==> src/pkg/cg_params.svh <==
// Offsets, field positions, reset values and timing counts of the block
`ifndef CG_PARAMS_SVH
`define CG_PARAMS_SVH

// ------------------------------------------------------------------
// Register offsets and reset values
// ------------------------------------------------------------------
`define CG_OFS_CTRL_ONE  4'h0
`define CG_OFS_CTRL_TWO  4'h1
`define CG_RST_CTRL_ONE  8'h00
`define CG_RST_CTRL_TWO  8'h00

// ------------------------------------------------------------------
// Field positions
// ------------------------------------------------------------------
`define CG_HGO_BIT    7
`define CG_RANGE_BIT  6
`define CG_EXT_REF_SELECT_BIT   5
`define CG_MODE_MSB   4
`define CG_MODE_LSB   3
`define CG_KEEP_BIT   2
`define CG_CLOCK_LOSS_DETECT_DISABLE_BIT   1
`define CG_LOCK_LOSS_RESET_EN_BIT  7
`define CG_MFD_MSB    6
`define CG_MFD_LSB    4
`define CG_CLOCK_LOSS_RESET_EN_BIT  3
`define CG_RFD_MSB    2
`define CG_RFD_LSB    0

// ------------------------------------------------------------------
// Prescale values and field update timing
// ------------------------------------------------------------------
`define CG_P_LOW_RANGE   7'h40
`define CG_P_HIGH_RANGE  7'h01
`define CG_CLK_NS        10
`define CG_APPLY_NS      40
`define CG_APPLY_CYCLES  ((`CG_APPLY_NS + `CG_CLK_NS - 1) / `CG_CLK_NS)

`endif

==> src/pkg/cg_pkg.sv <==
// Types shared by the clock generator control logic
package cg_pkg;

  // ----------------------------------------------------------------
  // Clock modes
  // ----------------------------------------------------------------
  typedef enum logic [1:0] {
    CG_SELF = 2'b00,
    CG_FEI  = 2'b01,
    CG_FBE  = 2'b10,
    CG_FEE  = 2'b11
  } cg_mode_t;

  // ----------------------------------------------------------------
  // Loss requests toward the system
  // ----------------------------------------------------------------
  typedef struct packed {
    logic lock_irq;
    logic lock_rst;
    logic clk_irq;
    logic clk_rst;
  } cg_req_t;

  // ----------------------------------------------------------------
  // Inputs arriving from the analog side
  // ----------------------------------------------------------------
  typedef struct packed {
    logic ext_ok;
    logic lock_lost;
    logic clock_lost;
    logic off_mode;
    logic enable;
  } cg_pins_t;

endpackage

==> src/rtl/cg_sync.sv <==
// Two-flop synchroniser for a bundle of level inputs
module cg_sync
#(
  parameter int WIDTH = 5
)
(
  input  wire logic             clock,
  input  wire logic             srst,
  input  wire logic [WIDTH-1:0] din,
  output logic      [WIDTH-1:0] dout
);

  logic [WIDTH-1:0] meta_reg;
  logic [WIDTH-1:0] sync_reg;

  // Two stages; only the second stage is read
  always_ff @(posedge clock)
  begin
    if (srst)
    begin
      meta_reg <= '0;
      sync_reg <= '0;
    end
    else
    begin
      meta_reg <= din;
      sync_reg <= meta_reg;
    end
  end

  assign dout = sync_reg;

endmodule

==> src/rtl/cg_ctrl.sv <==
// Control registers of the FLL based clock generator
//
// How it works
// Bit 7 picks low power or high amplitude
// Range bit sets prescale 64 or 1
// Range bit takes only first write
// Range matters only in external modes
// Reference select bit, first write only
// Mode field bits 4:3 select mode
// Bypass external waits for stable reference
// Off mode keeps mode field value
// Field writes ignored while previous pending
// First internal mode blocks external modes
// Bit 2 decides oscillator in off mode
// Clock loss detect disable bit
// Lock loss gives interrupt or reset
// Clock loss gives interrupt or reset
// Multiply field bits 6:4 sets N
// Divider field gives R of 2**code
// Software keeps loop clock below maximum
// Stable status follows external reference
// Status shows selected reference
// Lock loss status sticks until cleared
// Two eight bit read write registers
//
// The placing of the registers and strobed register access were decided locally.
`include "cg_params.svh"

module cg_ctrl
  import cg_pkg::*;
(
  input  wire logic       clock,
  input  wire logic       srst,
  input  wire logic [3:0] reg_addr,
  input  wire logic [7:0] reg_wdata,
  input  wire logic       reg_wr,
  input  wire logic       reg_rd,
  output logic      [7:0] reg_rdata,
  input  wire cg_pins_t   pins_in,
  input  wire logic       irq_flag_clear,
  output logic            high_gain_select,
  output logic            osc_high_range,
  output logic      [6:0] loop_prescale,
  output cg_mode_t        clock_mode_active,
  output logic      [2:0] loop_multiply_field,
  output logic      [7:0] output_divide_factor,
  output logic            osc_enable,
  output logic            clock_loss_detect_en,
  output logic            ext_ref_stable,
  output logic            ref_select_status,
  output logic            lock_loss_status,
  output cg_req_t         loss_req
);

  // ----------------------------------------------------------------
  // Declarations
  // ----------------------------------------------------------------
  localparam logic [3:0] APPLY = 4'(`CG_APPLY_CYCLES);

  cg_pins_t   pins_s;
  logic [7:0] one_reg, one_next, two_reg, two_next;
  logic       seen_reg, seen_next, block_reg, block_next;
  cg_mode_t   mode_reg, mode_next;
  logic [2:0] mfd_reg, mfd_next, rfd_reg, rfd_next;
  logic [3:0] cnt_reg [3];
  logic [3:0] cnt_next [3];
  logic       lls_reg, lls_next, lcs_reg, lcs_next;
  logic [7:0] rdata_reg, rdata_next;
  logic       wr_one, wr_two, mode_ok, ext_mode;
  cg_mode_t   mode_req;

  // Output flops
  logic       hgo_reg, range_reg, osc_reg, lcd_reg, ers_reg, rss_reg;
  logic [6:0] pre_reg, pre_next;
  logic [7:0] div_reg;
  cg_req_t    req_reg, req_next;
  logic       osc_next, lock_loss_reset_en, clock_loss_reset_en;

  // ----------------------------------------------------------------
  // Input synchronisation
  // ----------------------------------------------------------------
  cg_sync #(.WIDTH($bits(cg_pins_t))) u_sync
  (
    .clock (clock),
    .srst  (srst),
    .din   (pins_in),
    .dout  (pins_s)
  );

  // ----------------------------------------------------------------
  // Register file and field update state
  // ----------------------------------------------------------------
  assign wr_one   = reg_wr && reg_addr == `CG_OFS_CTRL_ONE;
  assign wr_two   = reg_wr && reg_addr == `CG_OFS_CTRL_TWO;
  assign mode_req = cg_mode_t'(one_reg[`CG_MODE_MSB:`CG_MODE_LSB]);
  assign lock_loss_reset_en    = two_reg[`CG_LOCK_LOSS_RESET_EN_BIT];
  assign clock_loss_reset_en    = two_reg[`CG_CLOCK_LOSS_RESET_EN_BIT];
  // External reference modes are 1X
  assign ext_mode = mode_req[1];
  // Mode write accepted when idle and not blocked
  assign mode_ok  = cnt_reg[0] == 4'h0
                    && !(block_reg && reg_wdata[`CG_MODE_MSB]);

  // Next values of control registers, pending counts and status
  always_comb
  begin
    one_next   = one_reg;
    two_next   = two_reg;
    seen_next  = seen_reg;
    block_next = block_reg;
    mode_next  = mode_reg;
    mfd_next   = mfd_reg;
    rfd_next   = rfd_reg;
    for (int i = 0; i < 3; i++)
      cnt_next[i] = cnt_reg[i];
    if (wr_one)
    begin
      one_next[`CG_HGO_BIT]  = reg_wdata[`CG_HGO_BIT];
      one_next[`CG_KEEP_BIT] = reg_wdata[`CG_KEEP_BIT];
      one_next[`CG_CLOCK_LOSS_DETECT_DISABLE_BIT] = reg_wdata[`CG_CLOCK_LOSS_DETECT_DISABLE_BIT];
      if (!seen_reg)
      begin
        one_next[`CG_RANGE_BIT] = reg_wdata[`CG_RANGE_BIT];
        one_next[`CG_EXT_REF_SELECT_BIT]  = reg_wdata[`CG_EXT_REF_SELECT_BIT];
        block_next = !reg_wdata[`CG_MODE_MSB];
      end
      seen_next = 1'b1;
      if (mode_ok)
      begin
        one_next[`CG_MODE_MSB:`CG_MODE_LSB] =
          reg_wdata[`CG_MODE_MSB:`CG_MODE_LSB];
        cnt_next[0] = APPLY;
      end
    end
    if (wr_two)
    begin
      two_next[`CG_LOCK_LOSS_RESET_EN_BIT] = reg_wdata[`CG_LOCK_LOSS_RESET_EN_BIT];
      two_next[`CG_CLOCK_LOSS_RESET_EN_BIT] = reg_wdata[`CG_CLOCK_LOSS_RESET_EN_BIT];
      if (cnt_reg[1] == 4'h0)
      begin
        two_next[`CG_MFD_MSB:`CG_MFD_LSB] =
          reg_wdata[`CG_MFD_MSB:`CG_MFD_LSB];
        cnt_next[1] = APPLY;
      end
      if (cnt_reg[2] == 4'h0)
      begin
        two_next[`CG_RFD_MSB:`CG_RFD_LSB] =
          reg_wdata[`CG_RFD_MSB:`CG_RFD_LSB];
        cnt_next[2] = APPLY;
      end
    end
    // Count down; bypass external holds until reference is stable
    if (cnt_reg[0] > 4'h1)
      cnt_next[0] = cnt_reg[0] - 4'h1;
    else if (cnt_reg[0] == 4'h1
             && (mode_req != CG_FBE || pins_s.ext_ok))
    begin
      mode_next   = mode_req;
      cnt_next[0] = 4'h0;
    end
    if (cnt_reg[1] > 4'h1)
      cnt_next[1] = cnt_reg[1] - 4'h1;
    else if (cnt_reg[1] == 4'h1)
    begin
      mfd_next    = two_reg[`CG_MFD_MSB:`CG_MFD_LSB];
      cnt_next[1] = 4'h0;
    end
    if (cnt_reg[2] > 4'h1)
      cnt_next[2] = cnt_reg[2] - 4'h1;
    else if (cnt_reg[2] == 4'h1)
    begin
      rfd_next    = two_reg[`CG_RFD_MSB:`CG_RFD_LSB];
      cnt_next[2] = 4'h0;
    end
    one_next[0] = 1'b0;
    // Sticky loss flags; a new event beats the clear
    lls_next = pins_s.lock_lost | (lls_reg & !irq_flag_clear);
    lcs_next = (pins_s.clock_lost & !one_reg[`CG_CLOCK_LOSS_DETECT_DISABLE_BIT])
               | (lcs_reg & !irq_flag_clear);
    // Registered read answer, unmapped reads as zero
    rdata_next = 8'h00;
    if (reg_rd && reg_addr == `CG_OFS_CTRL_ONE)
      rdata_next = one_reg;
    else if (reg_rd && reg_addr == `CG_OFS_CTRL_TWO)
      rdata_next = two_reg;
  end

  // Registers; off mode never touches the mode field
  always_ff @(posedge clock)
  begin
    if (srst)
    begin
      one_reg   <= `CG_RST_CTRL_ONE;
      two_reg   <= `CG_RST_CTRL_TWO;
      seen_reg  <= 1'b0;
      block_reg <= 1'b0;
      mode_reg  <= CG_SELF;
      mfd_reg   <= 3'h0;
      rfd_reg   <= 3'h0;
      for (int i = 0; i < 3; i++)
        cnt_reg[i] <= 4'h0;
      lls_reg   <= 1'b0;
      lcs_reg   <= 1'b0;
      rdata_reg <= 8'h00;
    end
    else
    begin
      one_reg   <= one_next;
      two_reg   <= two_next;
      seen_reg  <= seen_next;
      block_reg <= block_next;
      mode_reg  <= mode_next;
      mfd_reg   <= mfd_next;
      rfd_reg   <= rfd_next;
      for (int i = 0; i < 3; i++)
        cnt_reg[i] <= cnt_next[i];
      lls_reg   <= lls_next;
      lcs_reg   <= lcs_next;
      rdata_reg <= rdata_next;
    end
  end

  // ----------------------------------------------------------------
  // Derived outputs
  // ----------------------------------------------------------------
  // Prescale, oscillator enable and loss requests
  always_comb
  begin
    pre_next = `CG_P_LOW_RANGE;
    if ((mode_reg == CG_FBE || mode_reg == CG_FEE)
        && one_reg[`CG_RANGE_BIT])
      pre_next = `CG_P_HIGH_RANGE;
    if (!pins_s.off_mode)
      osc_next = mode_reg[1] && one_reg[`CG_EXT_REF_SELECT_BIT];
    else if (one_reg[`CG_KEEP_BIT])
      osc_next = ext_mode && one_reg[`CG_EXT_REF_SELECT_BIT];
    else
      osc_next = pins_s.enable && mode_req == CG_FBE
                 && one_reg[`CG_EXT_REF_SELECT_BIT];
    req_next.lock_irq = lls_reg && !lock_loss_reset_en;
    req_next.lock_rst = lls_reg && lock_loss_reset_en;
    req_next.clk_irq  = lcs_reg && !clock_loss_reset_en;
    req_next.clk_rst  = lcs_reg && clock_loss_reset_en;
  end

  // Output flops
  always_ff @(posedge clock)
  begin
    if (srst)
    begin
      hgo_reg   <= 1'b0;
      range_reg <= 1'b0;
      pre_reg   <= `CG_P_LOW_RANGE;
      div_reg   <= 8'h01;
      osc_reg   <= 1'b0;
      lcd_reg   <= 1'b0;
      ers_reg   <= 1'b0;
      rss_reg   <= 1'b0;
      req_reg   <= '0;
    end
    else
    begin
      hgo_reg   <= one_reg[`CG_HGO_BIT];
      range_reg <= one_reg[`CG_RANGE_BIT] && mode_reg[1];
      pre_reg   <= pre_next;
      div_reg   <= 8'h01 << rfd_reg;
      osc_reg   <= osc_next;
      lcd_reg   <= !one_reg[`CG_CLOCK_LOSS_DETECT_DISABLE_BIT];
      ers_reg   <= pins_s.ext_ok;
      rss_reg   <= one_reg[`CG_EXT_REF_SELECT_BIT];
      req_reg   <= req_next;
    end
  end

  // Multiply code is applied as written; software keeps N low
  assign reg_rdata            = rdata_reg;
  assign high_gain_select     = hgo_reg;
  assign osc_high_range       = range_reg;
  assign loop_prescale        = pre_reg;
  assign clock_mode_active    = mode_reg;
  assign loop_multiply_field  = mfd_reg;
  assign output_divide_factor = div_reg;
  assign osc_enable           = osc_reg;
  assign clock_loss_detect_en = lcd_reg;
  assign ext_ref_stable       = ers_reg;
  assign ref_select_status    = rss_reg;
  assign lock_loss_status     = lls_reg;
  assign loss_req             = req_reg;
endmodule

==> config.mk <==
export PLATFORM = sky130hd
export DESIGN_NAME = cg_ctrl
export DESIGN_NICKNAME = d
export VERILOG_FILES = /design/src/pkg/cg_pkg.sv /design/src/rtl/cg_sync.sv /design/src/rtl/cg_ctrl.sv
export VERILOG_INCLUDE_DIRS = /design/src /design/src/pkg
export SDC_FILE = /design/constraint.sdc
export NUM_CORES = 1
export LEC_CHECK = 0
export ABC_AREA = 0
export BUFFER_PORTS_ARGS = -buffer_cell sky130_fd_sc_hd__buf_2
export CELL_PAD_IN_SITES_DETAIL_PLACEMENT = 0
export CELL_PAD_IN_SITES_GLOBAL_PLACEMENT = 1
export CORE_ASPECT_RATIO = 1.75
export CORE_MARGIN = 2
export CORE_UTILIZATION = 44
export CTS_CLUSTER_DIAMETER = 50
export DETAILED_ROUTE_END_ITERATION = 12
export PLACE_DENSITY = 0.86
export SLEW_MARGIN = 25
export SYNTH_ARGS = -nofsm -noshare
export SYNTH_HDL_FRONTEND = slang
export SYNTH_SLANG_ARGS = --single-unit
export TNS_END_PERCENT = 30
==> constraint.sdc <==
create_clock -name clock -period 4.56 [get_ports clock]
set_clock_uncertainty 0.05 [all_clocks]
set_input_delay 0.456 -clock clock [delete_from_list [all_inputs] [get_ports clock]]
set_output_delay 0.456 -clock clock [all_outputs]
set_load 0.1 [all_outputs]
## Word level (Yosys, flattened, before mapping)

Memory sizes are Yosys's and may differ from the RTL's.
Cells that the tools add are included.

- Logic and storage cells: 115
- Register bits: 71
- Memories kept: 1
- Bits of input ports: 22
- Bits in writable memories: 12

Memory list:

| name | depth | bits a word | read ports | clocked after memory_dff | wr ports | line | text |
|---|---|---|---|---|---|---|---|
| cnt_reg | 3 | 4 | 3 | 0 | 3 | cg_ctrl.sv:65 | `logic [3:0] cnt_reg [3];` |

- Bitwise operators: 12
- Shift operators: 1
- Equal/unequal tests: 8
- Reductions and logical operators: 36
- Add/subtract/negate cells: 3
- Mux-type cells: 22
- Magnitude comparators: 3

Operators by type and width:

| kind | count |
|---|---|
| 4-bit two-way mux | 13 |
| 8-bit two-way mux | 3 |
| 1-bit logical AND | 17 |
| 4-bit by 1-bit == test with 1-bit output, second input constant | 4 |
| 4-bit logical NOT | 4 |
| 2-bit AND reduction | 7 |
| 4-bit by 1-bit greater-than comparator with 1-bit output, second input constant | 3 |
| 4-bit by 1-bit subtractor with 4-bit output, second input constant | 3 |
| 1-bit by 3-bit left shift with 8-bit output, first input constant | 1 |
| 7-bit two-way mux | 1 |
| 2-bit == test, second input constant | 3 |
| 1-bit logical NOT | 6 |
| 1-bit two-way mux | 5 |
| 1-bit bitwise OR | 5 |
| 1-bit inverter | 4 |
| 1-bit bitwise AND | 3 |
| 1-bit logical OR | 2 |
| 2-bit inequality test, second input constant | 1 |

## Longest topological paths before layout

- Word-level depth: 8
- Depth in mapped cells: 5
- Depth with buffers taken out: 5

## Modules after synthesis

From an unflattened synthesis, not the netlist that was laid out.

- Cells, all modules: 296
- Area, all modules: 2889.0 um^2

By module, submodules not included:

| module | area an instance (um^2) | instances | sequential area each (um^2) | cells each |
|---|---|---|---|---|
| cg_ctrl | 2626.3 | 1 | 1341.3 | 276 |
| cg_sync | 262.8 | 1 | 200.2 | 20 |

## Worst setup path after synthesis

Ideal clock, no wire load.

- Path type: input -> register
- Start: input reg_addr[1]
- End: register block_reg
- Library setup time: 0.070 ns
- Stages on the path: 3
- Arrival time: 1.509 ns
- Slack: 2.930 ns
- Path buffers: 0
- Path through: or4b_4 -> or4_1 -> a21oi_1

- Word-level cells in the longest chain between the ends: 3

RTL lines:

| what | line | text |
|---|---|---|
| from (decl) | cg_ctrl.sv:34 | `input wire logic [3:0] reg_addr,` |
| 4-bit logical NOT (no line) | -- |  |
| 1-bit logical AND (no line) | -- |  |
| 2-bit AND reduction (no line) | -- |  |
| to (signal assigned) | cg_ctrl.sv:211 | `block_reg <= block_next;` |
| to (decl) | cg_ctrl.sv:62 | `logic seen_reg, seen_next, block_reg, block_next;` |

No other way between the ends.
A chain may end at the register's enable or synchronous reset.

## Worst setup path in the final report

- Start: input reg_addr[1]
- End: register one_reg[3]

- Word-level cells in the longest chain between the ends: 3

RTL lines:

| what | line | text |
|---|---|---|
| 4-bit logical NOT (no line) | -- |  |
| 1-bit logical AND (no line) | -- |  |
| 2-bit AND reduction (no line) | -- |  |
| to (signal assigned) | cg_ctrl.sv:193 | `` one_reg <= `CG_RST_CTRL_ONE; `` |
| to (signal assigned) | cg_ctrl.sv:208 | `one_reg <= one_next;` |
| to (decl) | cg_ctrl.sv:61 | `logic [7:0] one_reg, one_next, two_reg, two_next;` |

No other way between the ends.

==> out/results.md <==
## Outcome
- completed — run status

## Placed design
- 0.00330 mm2 — Placed Area
- 435 — Placed Cells incl. Taps
- 55 — Port Buf Inserts
- 0.810 — RePlAce Congestion
- 4.50 mm — half-perimeter wire length of the detailed placement result

## Clock tree
- 0 — number of hold-repair buffers added at the cts stage
- 0 — setup fix buffers added after clock tree synthesis
- yes — CTS tree
- sky130_fd_sc_hd__clkbuf_16 — clock root buffer
- 0.34 ns — clock insertion delay at the later pin of the skew report
- 0 — post-cts gate resize count
- 77 — Num Clock Sinks
- 0.05 ns — clock transition at the registers of the reported paths
- 9 — CTS Buf Count
- 3 — number of H-tree levels
- 2 — number of buffers on the longest clock path

## Layout
- 450 — filler-free cell count of the finished design
- 20.5% — area delta synth->final
- 0.00154 mm2 — register area
- 12 — flip-flop count of the largest register after layout
- 0.00132 mm2 — area of the multi-input gates
- 0 — total inserted antenna cells
- sky130_fd_sc_hd__dfxtp_1 (77), sky130_fd_sc_hd__buf_2 (55), sky130_fd_sc_hd__nor2_1 (32), sky130_fd_sc_hd__mux2i_1 (19), sky130_fd_sc_hd__a21oi_1 (18) — commonest cells after routing, fill and taps aside
- 54.9% — final core occ
- 20.4% — share of final-layout standard cells stronger than drive strength 1
- sky130_fd_sc_hd__dfxtp_1 — most common cell after layout, fill and taps aside
- 395 — Final Net Count
- 623 — fill count
- 0.00362 mm2 — final design instance area without fill

## Route
- 4 — length of the first detailed-routing pass in iterations
- 6.60 mm — final WL
- 0 — Antenna Nets Post-Route
- 14.7 um — post-detailed-route wirelength per cell
- 285 um — met3 wire len
- 124 — number of design-rule violations left by the first detailed-router iteration
- 0 — drt drc
- 3.45 mm — wire length on met2
- 2421 — via total after detailed routing
- 5.38 — average vias per placed instance
- met4 — Top Metal Used
- 2.72 mm — Met1 Routed Length

## Worst setup path
- 4.78 ns — worst endpoint required time
- input pin to register — type of the setup path with the least slack
- simple AND/OR/NAND/NOR gates — CP top delay family
- 2.79 ns — Register-to-Register Setup Slack
- 1 — Buffers & Inverters on Critical Path
- buf_2 > nor4b_4 > and4_1 > mux2i_1 — Cell Chain, Critical Path
- input pin — startpoint class of the critical path
- 0.86 ns — Slowest Stage Delay on Critical Path
- sky130_fd_sc_hd__nor4b_4 — Critical-path top delay cell
- register — Critical Path End Type
- 19 — maximum fanout along the worst path
- 2.08 ns — worst path arrival time

## Timing
- 40.9% — crit share post-route
- 0 — final setup vio count
- 1.86 ns — minimum clock period after layout
- 0.970 ns — actual transition at the worst max-transition pin
- 35.1% — worst slew margin relative to its limit
- 0 — Final Hold Vio Count
- 0 — number of pins with negative max-slew slack in the final report
- 0 ns — setup total negative slack
- false — RSZ-0062 raised after global routing
- 537 MHz — upper clock frequency limit

## Power and ir drop
- 534 mW/mm2 — power per unit of standard cell area
- 1.53 nW — static leakage power
- 0.249 mV — worst vdd ir
- 0.00193 W — Power, Total

## Floorplan
- 39 — FP Rows
- 0.00659 mm2 — area of the core
- 0.00752 mm2 — die area
- 66.4 um — die outline width
- 61 — total I/O pin count
- 113 um — vertical extent of the die
- 45.6% — starting density of the core

## Logic synthesis
- sky130_fd_sc_hd__dfxtp_1 (51%), sky130_fd_sc_hd__mux2i_1 (6.3%), sky130_fd_sc_hd__nor2_1 (4.0%) — top cells by area in the synthesized netlist
- 51.4% — sequential fraction of the synthesis area
- 77 — number of flip-flops and latches in the synthesized netlist
- 41 — Synth cell types
- 9.56 um2 — synthesized area divided by synthesized cell count
- sky130_fd_sc_hd__dfxtp_1 — dominant cell type by area after synthesis
- 314 — count of mapped cells out of synthesis
- 0.00300 mm2 — mapped cell area
- 0 — warning count from the yosys run
- 51.4% — fraction of post-synthesis cell area in the top cell type by area

## Global route
- 10.7 mm — wire length of the first global-routing pass
- 0 — number of antenna violations at the first check in global routing
- 55 — pin count of the biggest net entering global routing
- 2317 — via count of the first global-routing pass
- 0 — Overflow after GRT
- 18.8% — all-layer global routing usage

## Run
- 0 — Max-Cap Viols

## Worst hold path
- input pin to register — type of the worst min-delay path

==> cells in the mapped netlist <==
cell type / number
sky130_fd_sc_hd__dfxtp_1: 77
sky130_fd_sc_hd__nor2_1: 32
sky130_fd_sc_hd__mux2i_1: 19
sky130_fd_sc_hd__a21oi_1: 18
sky130_fd_sc_hd__nor2b_1: 17
sky130_fd_sc_hd__o21ai_0: 15
sky130_fd_sc_hd__inv_1: 14
sky130_fd_sc_hd__nand3_1: 14
sky130_fd_sc_hd__clkbuf_1: 13
sky130_fd_sc_hd__nor3_1: 13
sky130_fd_sc_hd__nand2_1: 11
sky130_fd_sc_hd__ha_1: 9
sky130_fd_sc_hd__nand4_1: 7
sky130_fd_sc_hd__nor3b_1: 6
sky130_fd_sc_hd__buf_4: 5
sky130_fd_sc_hd__o31ai_1: 5
sky130_fd_sc_hd__and3_1: 4
sky130_fd_sc_hd__nand2b_1: 3
sky130_fd_sc_hd__o32ai_1: 3
sky130_fd_sc_hd__o41ai_1: 3
sky130_fd_sc_hd__a211oi_1: 2
sky130_fd_sc_hd__buf_2: 2
sky130_fd_sc_hd__nand4b_1: 2
sky130_fd_sc_hd__nor4bb_1: 2
sky130_fd_sc_hd__o311ai_0: 2
sky130_fd_sc_hd__a22oi_1: 1
sky130_fd_sc_hd__and3b_1: 1
sky130_fd_sc_hd__and4_1: 1
sky130_fd_sc_hd__buf_1: 1
sky130_fd_sc_hd__conb_1: 1
sky130_fd_sc_hd__inv_2: 1
sky130_fd_sc_hd__nand4bb_1: 1
sky130_fd_sc_hd__nor4b_4: 1
sky130_fd_sc_hd__o211ai_1: 1
sky130_fd_sc_hd__o21a_1: 1
sky130_fd_sc_hd__o221a_2: 1
sky130_fd_sc_hd__or3b_2: 1
sky130_fd_sc_hd__or4_1: 1
sky130_fd_sc_hd__or4b_4: 1
sky130_fd_sc_hd__or4bb_1: 1
sky130_fd_sc_hd__xnor2_1: 1
==> final cells by class <==
cell class | count | share of cell area [%]
clock buffers | 11 | 6.71
clock inverters | 4 | 2.01
inverters | 15 | 1.56
well taps | 82 | 2.84
flip-flops and latches | 77 | 42.6
repair buffers | 56 | 7.82
multi-input cells | 205 | 36.5
==> report_power, final <==
part,leakage [nW],switching (W),total (W),internal (W)
clock,0.152,0.000268,0.000758,0.000490
combinational,0.754,0.000242,0.000398,0.000156
sequential,0.625,0.0000585,0.000778,0.000719
total,1.53,0.000569,0.00193,0.00136
==> cells by family after synthesis <==
family,count (synthesis),share of synthesized area [%]
AO/OA/AOI/OAI,52,10.7
AND/OR/NAND/NOR,119,22.2
flip-flops,77,51.4
other,1,0.125
adder cells (fa/ha/maj),9,3.75
buffers and inverters,36,5.21
multiplexers,19,6.34
XOR/XNOR,1,0.292
==> worst paths after layout <==
check / depth (start not counted) / to / from
min reg2reg: 1 / u_sync.dout[2] / u_sync.meta_reg[2]
max: 4 / one_reg[3] / reg_addr[1]
max reg2reg: 5 / clock_mode_active[1] / cnt_reg[0][1]
min: 2 / u_sync.meta_reg[4] / pins_in[4]
==> worst reg2reg max path, stage by stage (launching register included) <==
cell and delay, ns:
sky130_fd_sc_hd__dfxtp_1 0.33, sky130_fd_sc_hd__inv_1 0.11, sky130_fd_sc_hd__ha_1 0.24, sky130_fd_sc_hd__or3b_2 0.49, sky130_fd_sc_hd__nor2_1 0.27, sky130_fd_sc_hd__o221a_2 0.24
==> per-layer routing <==
layer  vias to the layer above  track usage (%)
li1                       1197                -
met1                      1148             20.3
met2                        66             32.9
met3                        10             5.07
met4                         0             9.39
met5                         -                0
==> metrics by stage <==
stage | hold WS, ns | setup slack, ns
global placement | 0.369 | 2.37
floorplan | 0.363 | 2.93
detailed placement | 0.377 | 2.32
CTS | 0.273 | 2.66
global route | 0.288 | 2.52
finish | 0.273 | 2.70
Power figures use the tool's default switching activity.
